<file path="src/dac_event_interrupt_pkg.sv">
// Notes on behaviour
// FIFO underflow, overflow, warning enables at bits 2..0 of register 0x04, reset zero.
// Sync-lost flag, bit 6 of general flags, set when sync alignment is lost.
// Sync-locked flag, bit 5 of general flags, set when sync achieves lock.
// Sync-done flag, bit 4 of general flags, set when a sync operation finishes.
// PLL-lost flag, bit 3 of general flags, set when the PLL loses lock.
// PLL-locked flag, bit 2 of general flags, set when the PLL attains lock.
// Power-excess flag, bit 1, set when input power exceeds the programmed threshold.
// Output-silenced flag, bit 0, set while the output is forced to midscale.
// FIFO underflow flag, bit 2 of FIFO flags, set when read pointer reaches write pointer.
// FIFO overflow flag, bit 1 of FIFO flags, set when write pointer reaches read pointer.
// FIFO warning flag, bit 0, set when fill level is at most 1 or at least 6.
// Both flag registers are read-only, reset to zero; host writes leave them untouched.
// An event whose routing bit is zero is driven onto interrupt_out_a.
// Routing bit one selects interrupt_out_b; general routing bits occupy bits 6..0 of 0x07.
// FIFO routing bits at bits 2..0 of register 0x08, all reset to zero.
// General event enables at bits 6..0 of register 0x03, all reset to zero.
// Each pin is high while any event routed to it is both flagged and enabled.
// Host reads both flag registers to find the source; flags follow their conditions.
package dac_event_interrupt_pkg;

    localparam int ADDR_W       = 8;
    localparam int DATA_W       = 8;
    localparam int GEN_EVENT_W  = 7;
    localparam int FIFO_EVENT_W = 3;
    localparam int EVENT_W      = GEN_EVENT_W + FIFO_EVENT_W;
    localparam int FIFO_PTR_W   = 4;

    localparam logic [ADDR_W-1:0] OFS_GENERAL_EVENT_ENABLE  = 8'h03;
    localparam logic [ADDR_W-1:0] OFS_FIFO_EVENT_ENABLE     = 8'h04;
    localparam logic [ADDR_W-1:0] OFS_GENERAL_EVENT_FLAGS   = 8'h05;
    localparam logic [ADDR_W-1:0] OFS_FIFO_EVENT_FLAGS      = 8'h06;
    localparam logic [ADDR_W-1:0] OFS_GENERAL_EVENT_ROUTING = 8'h07;
    localparam logic [ADDR_W-1:0] OFS_FIFO_EVENT_ROUTING    = 8'h08;

    localparam logic [GEN_EVENT_W-1:0]  GEN_RESET  = 7'h00;
    localparam logic [FIFO_EVENT_W-1:0] FIFO_RESET = 3'h0;
    localparam logic [DATA_W-1:0]       RDATA_RESET = 8'h00;

    localparam int FIFO_WARN_LOW  = 1;
    localparam int FIFO_WARN_HIGH = 6;

    // Field order gives bit 6 down to bit 0
    typedef struct packed {
        logic sync_lost;
        logic sync_locked;
        logic sync_done;
        logic pll_lost;
        logic pll_locked;
        logic power_excess;
        logic output_silenced_flag;
    } general_events_t;

    // Field order gives bit 2 down to bit 0
    typedef struct packed {
        logic fifo_underflow;
        logic fifo_overflow;
        logic fifo_warning;
    } fifo_events_t;

    typedef struct packed {
        logic              wr_en;
        logic              rd_en;
        logic [ADDR_W-1:0] addr;
        logic [DATA_W-1:0] wdata;
    } reg_req_t;

    typedef enum logic [1:0] {
        MON_CLEAR     = 2'h0,
        MON_UNDERFLOW = 2'h1,
        MON_OVERFLOW  = 2'h2
    } fifo_mon_state_t;

endpackage

</file>
<file path="src/dac_event_interrupt_unit.sv">
`timescale 1ns/1ps
module dac_event_interrupt_unit #(
    parameter int FIFO_PTR_W = dac_event_interrupt_pkg::FIFO_PTR_W
) (
    input  wire logic                                          sys_clk,
    input  wire logic                                          reset_n,
    input  wire dac_event_interrupt_pkg::general_events_t      general_event_in,
    input  wire logic [FIFO_PTR_W-1:0]                         fifo_wr_ptr,
    input  wire logic [FIFO_PTR_W-1:0]                         fifo_rd_ptr,
    input  wire dac_event_interrupt_pkg::reg_req_t             reg_req,
    output logic [dac_event_interrupt_pkg::DATA_W-1:0]         reg_rdata,
    output logic                                               reg_rvalid,
    output logic                                               interrupt_out_a,
    output logic                                               interrupt_out_b
);

    localparam int GW = dac_event_interrupt_pkg::GEN_EVENT_W;
    localparam int FW = dac_event_interrupt_pkg::FIFO_EVENT_W;
    localparam int EW = dac_event_interrupt_pkg::EVENT_W;
    localparam int DW = dac_event_interrupt_pkg::DATA_W;

    dac_event_interrupt_pkg::general_events_t general_flags_r;
    dac_event_interrupt_pkg::fifo_events_t    fifo_flags;
    logic [GW-1:0] general_enable_r;
    logic [FW-1:0] fifo_enable_r;
    logic [GW-1:0] general_route_r;
    logic [FW-1:0] fifo_route_r;
    logic [EW-1:0] all_flags;
    logic [EW-1:0] all_enable;
    logic [EW-1:0] all_route;
    logic [EW-1:0] hit_a;
    logic [EW-1:0] hit_b;
    logic [DW-1:0] rdata_r;
    logic [DW-1:0] rdata_nxt;
    logic          rvalid_r;
    logic          irq_a_r;
    logic          irq_b_r;

    fifo_level_monitor #(
        .PTR_W      (FIFO_PTR_W)
    ) u_fifo_monitor (
        .sys_clk    (sys_clk),
        .reset_n    (reset_n),
        .wr_ptr     (fifo_wr_ptr),
        .rd_ptr     (fifo_rd_ptr),
        .fifo_flags (fifo_flags)
    );

    // General flags track their source conditions; no host write path
    always_ff @(posedge sys_clk or negedge reset_n) begin
        if (!reset_n) begin
            general_flags_r <= dac_event_interrupt_pkg::GEN_RESET;
        end else begin
            general_flags_r.sync_lost            <= general_event_in.sync_lost;
            general_flags_r.sync_locked          <= general_event_in.sync_locked;
            general_flags_r.sync_done            <= general_event_in.sync_done;
            general_flags_r.pll_lost             <= general_event_in.pll_lost;
            general_flags_r.pll_locked           <= general_event_in.pll_locked;
            general_flags_r.power_excess         <= general_event_in.power_excess;
            general_flags_r.output_silenced_flag <= general_event_in.output_silenced_flag;
        end
    end

    // Enable registers
    always_ff @(posedge sys_clk or negedge reset_n) begin
        if (!reset_n) begin
            general_enable_r <= dac_event_interrupt_pkg::GEN_RESET;
            fifo_enable_r    <= dac_event_interrupt_pkg::FIFO_RESET;
        end else if (reg_req.wr_en) begin
            if (reg_req.addr == dac_event_interrupt_pkg::OFS_GENERAL_EVENT_ENABLE) begin
                general_enable_r <= reg_req.wdata[GW-1:0];
            end
            if (reg_req.addr == dac_event_interrupt_pkg::OFS_FIFO_EVENT_ENABLE) begin
                fifo_enable_r <= reg_req.wdata[FW-1:0];
            end
        end
    end

    // Routing registers
    always_ff @(posedge sys_clk or negedge reset_n) begin
        if (!reset_n) begin
            general_route_r <= dac_event_interrupt_pkg::GEN_RESET;
            fifo_route_r    <= dac_event_interrupt_pkg::FIFO_RESET;
        end else if (reg_req.wr_en) begin
            if (reg_req.addr == dac_event_interrupt_pkg::OFS_GENERAL_EVENT_ROUTING) begin
                general_route_r <= reg_req.wdata[GW-1:0];
            end
            if (reg_req.addr == dac_event_interrupt_pkg::OFS_FIFO_EVENT_ROUTING) begin
                fifo_route_r <= reg_req.wdata[FW-1:0];
            end
        end
    end

    assign all_flags  = {fifo_flags, general_flags_r};
    assign all_enable = {fifo_enable_r, general_enable_r};
    assign all_route  = {fifo_route_r, general_route_r};

    generate
        for (genvar i = 0; i < EW; i++) begin : g_event
            assign hit_a[i] = all_flags[i] && all_enable[i] && !all_route[i];
            assign hit_b[i] = all_flags[i] && all_enable[i] && all_route[i];
        end
    endgenerate

    always_ff @(posedge sys_clk or negedge reset_n) begin
        if (!reset_n) begin
            irq_a_r <= 1'h0;
            irq_b_r <= 1'h0;
        end else begin
            irq_a_r <= |hit_a;
            irq_b_r <= |hit_b;
        end
    end

    // Readback; unmapped offsets and unused upper bits read zero
    always_comb begin
        rdata_nxt = dac_event_interrupt_pkg::RDATA_RESET;
        case (reg_req.addr)
            dac_event_interrupt_pkg::OFS_GENERAL_EVENT_ENABLE:  rdata_nxt = {{(DW-GW){1'h0}}, general_enable_r};
            dac_event_interrupt_pkg::OFS_FIFO_EVENT_ENABLE:     rdata_nxt = {{(DW-FW){1'h0}}, fifo_enable_r};
            dac_event_interrupt_pkg::OFS_GENERAL_EVENT_FLAGS:   rdata_nxt = {{(DW-GW){1'h0}}, general_flags_r};
            dac_event_interrupt_pkg::OFS_FIFO_EVENT_FLAGS:      rdata_nxt = {{(DW-FW){1'h0}}, fifo_flags};
            dac_event_interrupt_pkg::OFS_GENERAL_EVENT_ROUTING: rdata_nxt = {{(DW-GW){1'h0}}, general_route_r};
            dac_event_interrupt_pkg::OFS_FIFO_EVENT_ROUTING:    rdata_nxt = {{(DW-FW){1'h0}}, fifo_route_r};
            default:                                            rdata_nxt = dac_event_interrupt_pkg::RDATA_RESET;
        endcase
    end

    always_ff @(posedge sys_clk or negedge reset_n) begin
        if (!reset_n) begin
            rdata_r  <= dac_event_interrupt_pkg::RDATA_RESET;
            rvalid_r <= 1'h0;
        end else begin
            rvalid_r <= reg_req.rd_en;
            if (reg_req.rd_en) begin
                rdata_r <= rdata_nxt;
            end
        end
    end

    assign reg_rdata       = rdata_r;
    assign reg_rvalid      = rvalid_r;
    assign interrupt_out_a = irq_a_r;
    assign interrupt_out_b = irq_b_r;

endmodule // dac_event_interrupt_unit

</file>
<file path="src/fifo_level_monitor.sv">
`timescale 1ns/1ps
module fifo_level_monitor #(
    parameter int PTR_W = dac_event_interrupt_pkg::FIFO_PTR_W
) (
    input  wire logic                                 sys_clk,
    input  wire logic                                 reset_n,
    input  wire logic [PTR_W-1:0]                     wr_ptr,
    input  wire logic [PTR_W-1:0]                     rd_ptr,
    output dac_event_interrupt_pkg::fifo_events_t     fifo_flags
);

    dac_event_interrupt_pkg::fifo_mon_state_t state_r;
    dac_event_interrupt_pkg::fifo_mon_state_t state_nxt;
    logic [PTR_W-1:0] wr_prev_r;
    logic [PTR_W-1:0] rd_prev_r;
    logic             primed_r;
    logic             warning_r;
    logic [PTR_W-1:0] level;
    logic             slots_equal;
    logic             rd_moved;
    logic             wr_moved;

    assign level       = wr_ptr - rd_ptr;
    assign slots_equal = (wr_ptr[PTR_W-2:0] == rd_ptr[PTR_W-2:0]);
    assign rd_moved    = primed_r && (rd_ptr != rd_prev_r);
    assign wr_moved    = primed_r && (wr_ptr != wr_prev_r);

    always_ff @(posedge sys_clk or negedge reset_n) begin
        if (!reset_n) begin
            wr_prev_r <= '0;
            rd_prev_r <= '0;
            primed_r  <= 1'h0;
        end else begin
            wr_prev_r <= wr_ptr;
            rd_prev_r <= rd_ptr;
            primed_r  <= 1'h1;
        end
    end

    // Held while pointers sit on the same slot after a catch
    always_comb begin
        state_nxt = state_r;
        case (state_r)
            dac_event_interrupt_pkg::MON_CLEAR: begin
                if (slots_equal && rd_moved) begin
                    state_nxt = dac_event_interrupt_pkg::MON_UNDERFLOW;
                end else if (slots_equal && wr_moved) begin
                    state_nxt = dac_event_interrupt_pkg::MON_OVERFLOW;
                end
            end
            dac_event_interrupt_pkg::MON_UNDERFLOW,
            dac_event_interrupt_pkg::MON_OVERFLOW: begin
                if (!slots_equal) begin
                    state_nxt = dac_event_interrupt_pkg::MON_CLEAR;
                end
            end
            default: state_nxt = dac_event_interrupt_pkg::MON_CLEAR;
        endcase
    end

    always_ff @(posedge sys_clk or negedge reset_n) begin
        if (!reset_n) begin
            state_r <= dac_event_interrupt_pkg::MON_CLEAR;
        end else begin
            state_r <= state_nxt;
        end
    end

    always_ff @(posedge sys_clk or negedge reset_n) begin
        if (!reset_n) begin
            warning_r <= 1'h0;
        end else begin
            warning_r <= (level <= PTR_W'(dac_event_interrupt_pkg::FIFO_WARN_LOW)) ||
                         (level >= PTR_W'(dac_event_interrupt_pkg::FIFO_WARN_HIGH));
        end
    end

    assign fifo_flags.fifo_underflow = (state_r == dac_event_interrupt_pkg::MON_UNDERFLOW);
    assign fifo_flags.fifo_overflow  = (state_r == dac_event_interrupt_pkg::MON_OVERFLOW);
    assign fifo_flags.fifo_warning   = warning_r;

endmodule // fifo_level_monitor

</file>
<file path="config.mk">
export PLATFORM = sky130hd
export DESIGN_NAME = dac_event_interrupt_unit
export DESIGN_NICKNAME = d
export VERILOG_FILES = /design/src/dac_event_interrupt_pkg.sv /design/src/dac_event_interrupt_unit.sv /design/src/fifo_level_monitor.sv
export SDC_FILE = /design/constraint.sdc
export NUM_CORES = 1
export LEC_CHECK = 0
export BUFFER_PORTS_ARGS = -buffer_cell sky130_fd_sc_hd__buf_2
export CORE_MARGIN = 2
export CORE_UTILIZATION = 49
export DETAILED_ROUTE_END_ITERATION = 16
export PLACE_DENSITY = 0.85
export SLEW_MARGIN = 40
export SYNTH_ARGS = -nofsm -noshare
export SYNTH_HDL_FRONTEND = slang
export SYNTH_SLANG_ARGS = --single-unit
</file>
<file path="constraint.sdc">
create_clock -name sys_clk -period 1.3 [get_ports sys_clk]
set_clock_uncertainty 0.05 [all_clocks]
set_input_delay 0.195 -clock sys_clk [delete_from_list [all_inputs] [get_ports sys_clk]]
set_output_delay 0.195 -clock sys_clk [all_outputs]
set_load 0.1 [all_outputs]
</file>
==> results.yml, run 1 <==
critical_path:
  endpoint: "u_fifo_monitor.state_r[0]$_DFFE_PN0P_"
  path_class: "reg -> reg"
  rr_worst_depth: 4
  r2r-end: "u_fifo_monitor.state_r[0]$_DFFE_PN0P_"
  rrSetupSlack_ps: -180
  cp-end-kind: "register"
  path_cells: "xor2_1 > nor4_2 > nor3_2 > o32ai_2"
  r2r-start: "u_fifo_monitor.wr_prev_r[2]$_DFF_PN0_"
  cp_slowest_cell: "nor4_2"
  startpoint_type: "register"
  crit_path_max_incr_delay_ps: 420
  crit_path_max_fanout: 2
  crit_arrival_ps: 1640
  cp.required_ps: 1450
  crit_start: "u_fifo_monitor.wr_prev_r[2]$_DFF_PN0_"
drt:
  drt_first_pass_iters: 4
  ant_nets: 0
  initialDrtViolationCount: 131
  routed_wl_um: 5820
  vias_per_cell: 5.39
  post_drt_wl_per_cell_um: 16.4
  drc: 0
  num_vias: 1915
power:
  peakVddDrop_v: 0.000859
  power_density_nw_per_um2: 1060
  cellLeakagePower_nw: 1.59
hold_path:
  hold_path_class: "in -> reg"
logic_synthesis:
  seq_area_frac_synth_pct: 51.2
  ys_types: 40
  synth_nets: 245
  synth_seq_cells: 49
  synth_commonest_cells: "49 x dfrtp_1, 27 x mux2_2, 19 x nand2_1, 8 x inv_1, 8 x nand3_1"
  yosys-top-cells-area: "dfrtp_1 51%, mux2_2 13%, ha_1 3.1%"
  synth_top_area_cell: "dfrtp_1"
  yosys_most_used_dff: "dfrtp_1"
  yosysTopAreaCellShare_pct: 51.2
  synthArstFlopShare_pct: 100
  syn_avg_cell_area_sq_um: 11.8
  syn_inst: 203
  yosys_warnings: 0
  synth_most_common_cell: "dfrtp_1"
  synth_area_sq_um: 2390
  synth_edf_count: 0
placement:
  place.gp.congestion: 0.910
  portBuffers: 43
  place_inst: 334
  dp_hpwl_um: 3930
global_route:
  use_met3_pct: 5.08
  grt.busiest_layer: "met2"
  grt_pass1_vias: 2025
  grt_overflow: 0
  grt_first_pass_wirelength_um: 9420
  gr-usage-all-layers_pct: 23.4
  grt_max_degree: 50
  antenna_found_initial: 0
  use_met2_pct: 38.5
  met1_usage_pct: 28.8
cells_and_area:
  syn2layout_area_growth_pct: 46.4
  drive_gt1_share_pct: 45.5
  final_core_util_pct: 74.2
  diodes: 0
  layout.nets: 330
  instances_no_fill: 355
  n_fill_cell: 295
clock_network:
  cts_buffer_depth: 2
  cts_tree: "done"
  cts_made_buffers: 5
  cts.sinks: 49
  h-tree-depth: 2
  cts_root_buf: "clkbuf_8"
  path_clk_slew_ps: 80
  clock_latency_ps: 300
timing:
  fin_ws_ps: -184
  min_period_ps: 1480
  setup_violations: 23
  maxSlewViolCount: 0
  rsz0062_at_grt: "yes"
  final_hold_viol_count: 0
  setup_tns_ps: -1570
  post-route-period-util_pct: 114
  holdWs_ps: 37.2
  max_freq_ghz: 0.674
floorplan:
  die_h_um: 73.9
  row_count: 25
  start_util_pct: 50.7
  core_sq_um: 4720
  io_pins: 46
  die_area_sq_um: 5460
  chipWidth_um: 73.9
flow_run:
  max_cap_viol_count: 0
run_status:
  status: "complete, but fails checks"
  violations: "setup timing"
cell type report:
| cell class | count | area [sq um] | area share, % |
|---|---|---|---|
| multi-input cells | 139 | 1320 | 37.6 |
| flip-flops and latches | 49 | 1230 | 35.0 |
| repair buffers | 85 | 733 | 20.9 |
| well taps | 67 | 83.8 | 2.39 |
| clock buffers | 5 | 68.8 | 1.96 |
| inverters | 8 | 37.5 | 1.07 |
| clock inverters | 2 | 35.0 | 1.00 |
critical path, delay by kind of cell, from the launching register on:
| kind | cells | cell delay (ps) |
|---|---|---|
| AND/OR/NAND/NOR | 2 | 530 |
| XOR/XNOR | 1 | 180 |
| flip-flops | 1 | 380 |
| AO/OA/AOI/OAI | 1 | 260 |
kinds of logic after synthesis:
kind of cell / Yosys count / share of synthesized area [%]
mux: 27 / 12.7
other cells: 2 / 0.314
buf+inv: 15 / 2.51
compound gates: 33 / 10.6
simple gates: 59 / 14.7
xor+xnor: 11 / 4.02
fa+ha+maj: 7 / 3.97
flops: 49 / 51.2
power by group:
| part | internal [W] | total (W) | switching, W |
|---|---|---|---|
| clock network | 0.000559 | 0.00103 | 0.000471 |
| logic | 0.000465 | 0.000965 | 0.000501 |
| registers | 0.00162 | 0.00171 | 0.0000873 |
| total | 0.00264 | 0.00370 | 0.00106 |
how the worst min path moves through the flow:
stage,startpoint,slack [ps],depth (start not counted),end
2_1_floorplan,reset_n,-150,0,all_flags[0]$_DFF_PN0_
3_3_place_gp,reset_n,150,2,reg_rvalid$_DFF_PN0_
3_5_place_dp,reset_n,150,2,reg_rdata[2]$_DFFE_PN0P_
4_1_cts,reg_req[16],30,1,reg_rvalid$_DFF_PN0_
5_1_grt,reg_req[16],40,1,reg_rvalid$_DFF_PN0_
6_report,reg_req[16],40,1,reg_rvalid$_DFF_PN0_
per-layer routing:
layer	share of wire [%]	vias to the layer above
met5	0	-
met2	49	67
met1	42	928
li1	-	904
met4	4.0	0
met3	4.5	16
metrics by stage:
step | power (W) | area (sq um) | setup slack, ps
final | 0.00370 | 3500 | -184
after CTS | 0.00358 | 3410 | -127
after global placement | 0.00244 | 3040 | -429
after floorplan | 0.00216 | 2440 | -376
after detailed placement | 0.00247 | 3040 | -477
after global routing | 0.00389 | 3500 | -207
flip-flops by register name, indices dropped and copies added (netlist names):
signal and count:
fifo_enable_r 3, u_fifo_monitor.primed_r 1, interrupt_out_b 1, general_enable_r 7, fifo_route_r 3, reg_rdata 7, u_fifo_monitor.wr_prev_r 4, interrupt_out_a 1
general_route_r 7, all_flags 7, u_fifo_monitor.state_r 2, u_fifo_monitor.warning_r 1, reg_rvalid 1, u_fifo_monitor.rd_prev_r 4
cell usage in the layout (no fill, tap or decap), drive strengths merged, types with 5 or more instances in the layout:
cell / n
clkbuf: 7
nor2: 5
inv: 8
nand4: 6
dfrtp: 49
mux2: 27
dlygate4sd3: 11
buf: 72
nand3: 9
nor2b: 6
ha: 6
xnor2: 7
nand2: 19
o2bb2ai: 7
o22ai: 5
what timing repair did:
action / 4_1_cts / 5_1_grt
resized for setup: 35 / 15
setup buffers: 2 / 1
setup endpoints to repair: 26 / 28
endpoints found under the hold margin: 59 / 0
hold buffers: 11 / 0
pin swaps: 9 / 5
No activity file was read; power rests on OpenSTA's default activity.
==> inputs of run 2 (changes only) <==
- SKIP_CTS_REPAIR_TIMING: default -> 1
==> results.yml, run 2 (same netlist as run 1, synthesis figures left out) <==
clock_network:
  cts_buffer_depth: 2
  cts_root_buf: "clkbuf_8"
  h-tree-depth: 2
  clock_latency_ps: 300
  cts_made_buffers: 5
  cts.sinks: 49
  path_clk_slew_ps: 80
  cts_tree: "done"
placement:
  dp_hpwl_um: 3930
  place.gp.congestion: 0.910
  portBuffers: 43
global_route:
  grt_overflow: 0
  grt_pass1_vias: 1899
  grt_max_degree: 50
  antenna_found_initial: 0
  grt_first_pass_wirelength_um: 8490
  gr-usage-all-layers_pct: 21.0
floorplan:
  start_util_pct: 50.7
  die_h_um: 73.9
  core_sq_um: 4720
  chipWidth_um: 73.9
  die_area_sq_um: 5460
  row_count: 25
  io_pins: 46
drt:
  num_vias: 1929
  ant_nets: 0
  vias_per_cell: 5.46
  post_drt_wl_per_cell_um: 16.7
  initialDrtViolationCount: 145
  drt_first_pass_iters: 4
  routed_wl_um: 5910
  drc: 0
timing:
  setup_violations: 24
  max_freq_ghz: 0.671
  maxSlewViolCount: 0
  post-route-period-util_pct: 115
  rsz0062_at_grt: "yes"
  holdWs_ps: 11.3
  final_hold_viol_count: 0
  fin_ws_ps: -191
  min_period_ps: 1490
cells_and_area:
  final_cell_mix: "49 x dfrtp_1, 31 x buf_2, 26 x buf_4"
  drive_gt1_share_pct: 46.5
  diodes: 0
  syn2layout_area_growth_pct: 45.1
  layout.nets: 328
  mostFrequentLayoutCell: "dfrtp_1"
  multi_input_area_sq_um: 1320
  n_fill_cell: 303
  seqCellArea_sq_um: 1230
critical_path:
  startpoint_type: "register"
  path_class: "reg -> reg"
  cp-end-kind: "register"
  crit_arrival_ps: 1630
  crit_path_max_fanout: 3
  rrSetupSlack_ps: -190
  cp.required_ps: 1440
  path_cells: "buf_4 > ha_2 > a311oi_2 > a2bb2oi_2 > o2bb2ai_1"
  crit_path_max_incr_delay_ps: 410
  cp_slowest_cell: "dfrtp_1"
hold_path:
  hold_path_class: "in -> reg"
run_status:
  status: "complete, but fails checks"
  violations: "setup timing"
power:
  power_switching_w: 0.00104
  cellLeakagePower_nw: 1.57
  p_total_w: 0.00367
  power_density_nw_per_um2: 1060
  p_seq_share_pct: 46.6
  internal_power_w: 0.00263
  peakVddDrop_v: 0.000891
  clkPwrFrac_pct: 27.8
  sw_frac_of_total_pct: 28.4
  comb_power_share_pct: 25.6
flow_run:
  max_cap_viol_count: 0
## run 2: cell types whose count changed in the layout (fill, tap and decap cells not counted), sizes merged
cell         delta
clkbuf          +1
buf             -2
dlygate4sd3     -1
## run 2: stage by stage
step / cell area [sq um] / setup slack [ps] / utilization [%] / std cells / setup TNS [ps]
floorplan: 2440 / -376 / - / 203 / -5970
global placement: 3040 / -429 / 64.5 / 334 / -9110
detailed placement: 3040 / -477 / 64.5 / 334 / -10240
CTS: 3150 / -213 / 66.6 / 341 / -3140
global route: 3470 / -225 / 73.5 / 353 / -3130
finish: 3470 / -191 / 73.5 / 353 / -2290
## run 2: power by group through the flow
stage / registers (W) / clock network, W / logic, W
detailed placement: 0.00172 / 0 / 0.000749
global route: 0.00172 / 0.00111 / 0.00101
global placement: 0.00172 / 0 / 0.000721
finish: 0.00171 / 0.00102 / 0.000938
floorplan: 0.00181 / 0 / 0.000350
CTS: 0.00169 / 0.00105 / 0.000758
## run 2: cell type report
type / count / share of cell area (%)
clock buffers: 5 / 1.98
clock inverters: 2 / 1.01
inverters: 8 / 1.08
multi-input cells: 139 / 37.9
flip-flops and latches: 49 / 35.3
well taps: 67 / 2.41
repair buffers: 83 / 20.3
## run 2: worst max-delay path: cells and delay by family, from the launching register on
kind | cells | cell delay, ps
fa+ha+maj | 1 | 190
buf+inv | 1 | 140
compound gates | 3 | 600
flops | 1 | 410
## run 2: path summary, 6_finish.rpt
kind                                                        from                               endpoint  cells past startpoint
setup / recovery           u_fifo_monitor.state_r[1]$_DFFE_PN0P_               reg_rdata[1]$_DFFE_PN0P_                      5
hold / removal                                    fifo_wr_ptr[2]  u_fifo_monitor.wr_prev_r[2]$_DFF_PN0_                      1
setup reg to reg           u_fifo_monitor.state_r[1]$_DFFE_PN0P_               reg_rdata[1]$_DFFE_PN0P_                      5
hold reg to reg                         reg_rdata[1]$_DFFE_PN0P_               reg_rdata[1]$_DFFE_PN0P_                      1
max in group asynchronous                                reset_n         general_route_r[3]$_DFFE_PN0P_                      3
min in group asynchronous                                reset_n                   reg_rvalid$_DFF_PN0_                      3
## run 2: layer usage
| layer | vias up | global-route usage, % | wire length [um] |
|---|---|---|---|
| li1 | 901 | - | - |
| met1 | 936 | 25.3 | 2390 |
| met2 | 78 | 35.3 | 2980 |
| met3 | 14 | 4.94 | 278 |
| met4 | 0 | 9.70 | 257 |
| met5 | - | 0 | 0 |
==> inputs of run 3 (changes only) <==
- CAP_MARGIN: default -> 0
- MAX_ROUTING_LAYER: default -> met4
- PLACE_DENSITY: 0.85 -> 0.75
==> results.yml, run 3 (same netlist as run 1, synthesis figures left out) <==
cells_and_area:
  layout.nets: 329
  syn2layout_area_growth_pct: 44.2
  diodes: 0
  final_cell_mix: "49 x dfrtp_1, 30 x buf_2, 29 x buf_4"
  instances_no_fill: 355
  n_fill_cell: 310
  drive_gt1_share_pct: 45.8
  mostFrequentLayoutCell: "dfrtp_1"
power:
  sw_frac_of_total_pct: 30.3
  peakVddDrop_v: 0.000702
  comb_power_share_pct: 27.4
  cellLeakagePower_nw: 1.58
  power_switching_w: 0.00107
  p_seq_share_pct: 48.3
  internal_power_w: 0.00247
  clkPwrFrac_pct: 24.3
  p_total_w: 0.00354
  power_density_nw_per_um2: 1030
drt:
  num_vias: 1961
  initialDrtViolationCount: 165
  post_drt_wl_per_cell_um: 16.4
  routed_wl_um: 5830
  drt_first_pass_iters: 5
  vias_per_cell: 5.52
  drc: 0
  ant_nets: 0
timing:
  setup_violations: 23
  setup_tns_ps: -1810
  final_hold_viol_count: 0
  max_freq_ghz: 0.688
  holdWs_ps: 2.80
  rsz0062_at_grt: "yes"
  fin_ws_ps: -153
  min_period_ps: 1450
  post-route-period-util_pct: 112
  maxSlewViolCount: 0
floorplan:
  io_pins: 46
  core_sq_um: 4720
  row_count: 25
  start_util_pct: 50.7
  die_area_sq_um: 5460
  chipWidth_um: 73.9
  die_h_um: 73.9
global_route:
  grt_overflow: 0
  grt_first_pass_wirelength_um: 9000
  grt_pass1_vias: 1939
  gr-usage-all-layers_pct: 22.5
  antenna_found_initial: 0
  grt_max_degree: 50
hold_path:
  hp-start: "fifo_wr_ptr[2]"
  hold_path_class: "in -> reg"
  hold_path_end: "u_fifo_monitor.wr_prev_r[2]$_DFF_PN0_"
  min_path_cells: 1
clock_network:
  cts.sinks: 49
  cts_made_buffers: 5
  cts_root_buf: "clkbuf_8"
  cts_tree: "done"
  cts_buffer_depth: 2
  h-tree-depth: 2
  path_clk_slew_ps: 90
  clock_latency_ps: 300
critical_path:
  r2r-end: "reg_rdata[2]$_DFFE_PN0P_"
  r2r-start: "u_fifo_monitor.state_r[1]$_DFFE_PN0P_"
  startpoint_type: "input pin"
  crit_path_max_fanout: 3
  crit_arrival_ps: 1600
  path_class: "in -> reg"
  rr_worst_depth: 6
  rrSetupSlack_ps: -120
  cp-end-kind: "register"
  cp.required_ps: 1440
run_status:
  violations: "setup timing"
  status: "complete, but fails checks"
placement:
  place_inst: 337
  dp_slack_ps: -520
  place.gp.congestion: 0.911
  dp_hpwl_um: 4120
  portBuffers: 43
flow_run:
  max_cap_viol_count: 0
==> run 3: layout make-up <==
type	count	area (sq um)	area share (%)
clock buffers	6	72.6	2.10
clock inverters	2	10.0	0.290
inverters	8	37.5	1.09
multi-input cells	139	1290	37.4
flip-flops and latches	49	1230	35.5
well taps	67	83.8	2.43
repair buffers	84	731	21.2
==> run 3: power by group through the flow <==
| stage | clock network [W] | registers [W] | logic (W) |
|---|---|---|---|
| 4_1_cts | 0.000877 | 0.00170 | 0.000789 |
| 3_3_place_gp | 0 | 0.00172 | 0.000761 |
| 3_5_place_dp | 0 | 0.00173 | 0.000784 |
| 6_report | 0.000860 | 0.00171 | 0.000969 |
| 5_1_grt | 0.000942 | 0.00172 | 0.00104 |
| 2_1_floorplan | 0 | 0.00181 | 0.000350 |
==> run 3: metal layers <==
layer | part of all wire [%] | global-route usage (%) | wire [um]
met1 | 46 | 30.7 | 2650
met2 | 49 | 34.3 | 2840
met3 | 4.6 | 4.80 | 269
met4 | 1.2 | 5.66 | 68
met5 | 0 | - | 0
==> run 3: how the worst max path moves through the flow <==
stage | from | to | slack, ps | cells after the start
3_3_place_gp | reg_req[15] | fifo_route_r[2]$_DFFE_PN0P_ | -470 | 5
3_5_place_dp | reg_req[15] | fifo_route_r[2]$_DFFE_PN0P_ | -520 | 5
5_1_grt | u_fifo_monitor.state_r[1]$_DFFE_PN0P_ | reg_rdata[2]$_DFFE_PN0P_ | -180 | 6
6_report | reg_req[15] | fifo_enable_r[2]$_DFFE_PN0P_ | -150 | 6
4_1_cts | reg_req[15] | fifo_route_r[2]$_DFFE_PN0P_ | -190 | 5
2_1_floorplan | reg_req[15] | general_enable_r[0]$_DFFE_PN0P_ | -380 | 4
==> run 3: through the flow <==
| step | cell area (sq um) | util (%) |
|---|---|---|
| finish | 3450 | 73.1 |
| global route | 3450 | 73.1 |
| CTS | 3170 | 67.0 |
| detailed placement | 3080 | 65.3 |
| global placement | 3080 | 65.3 |
| floorplan | 2440 | - |
==> run 3: critical path: stages <==
cell	delay, ps
buf_8	100
or4_4	560
nor3_4	160
buf_4	150
nand3_2	120
mux2_4	310
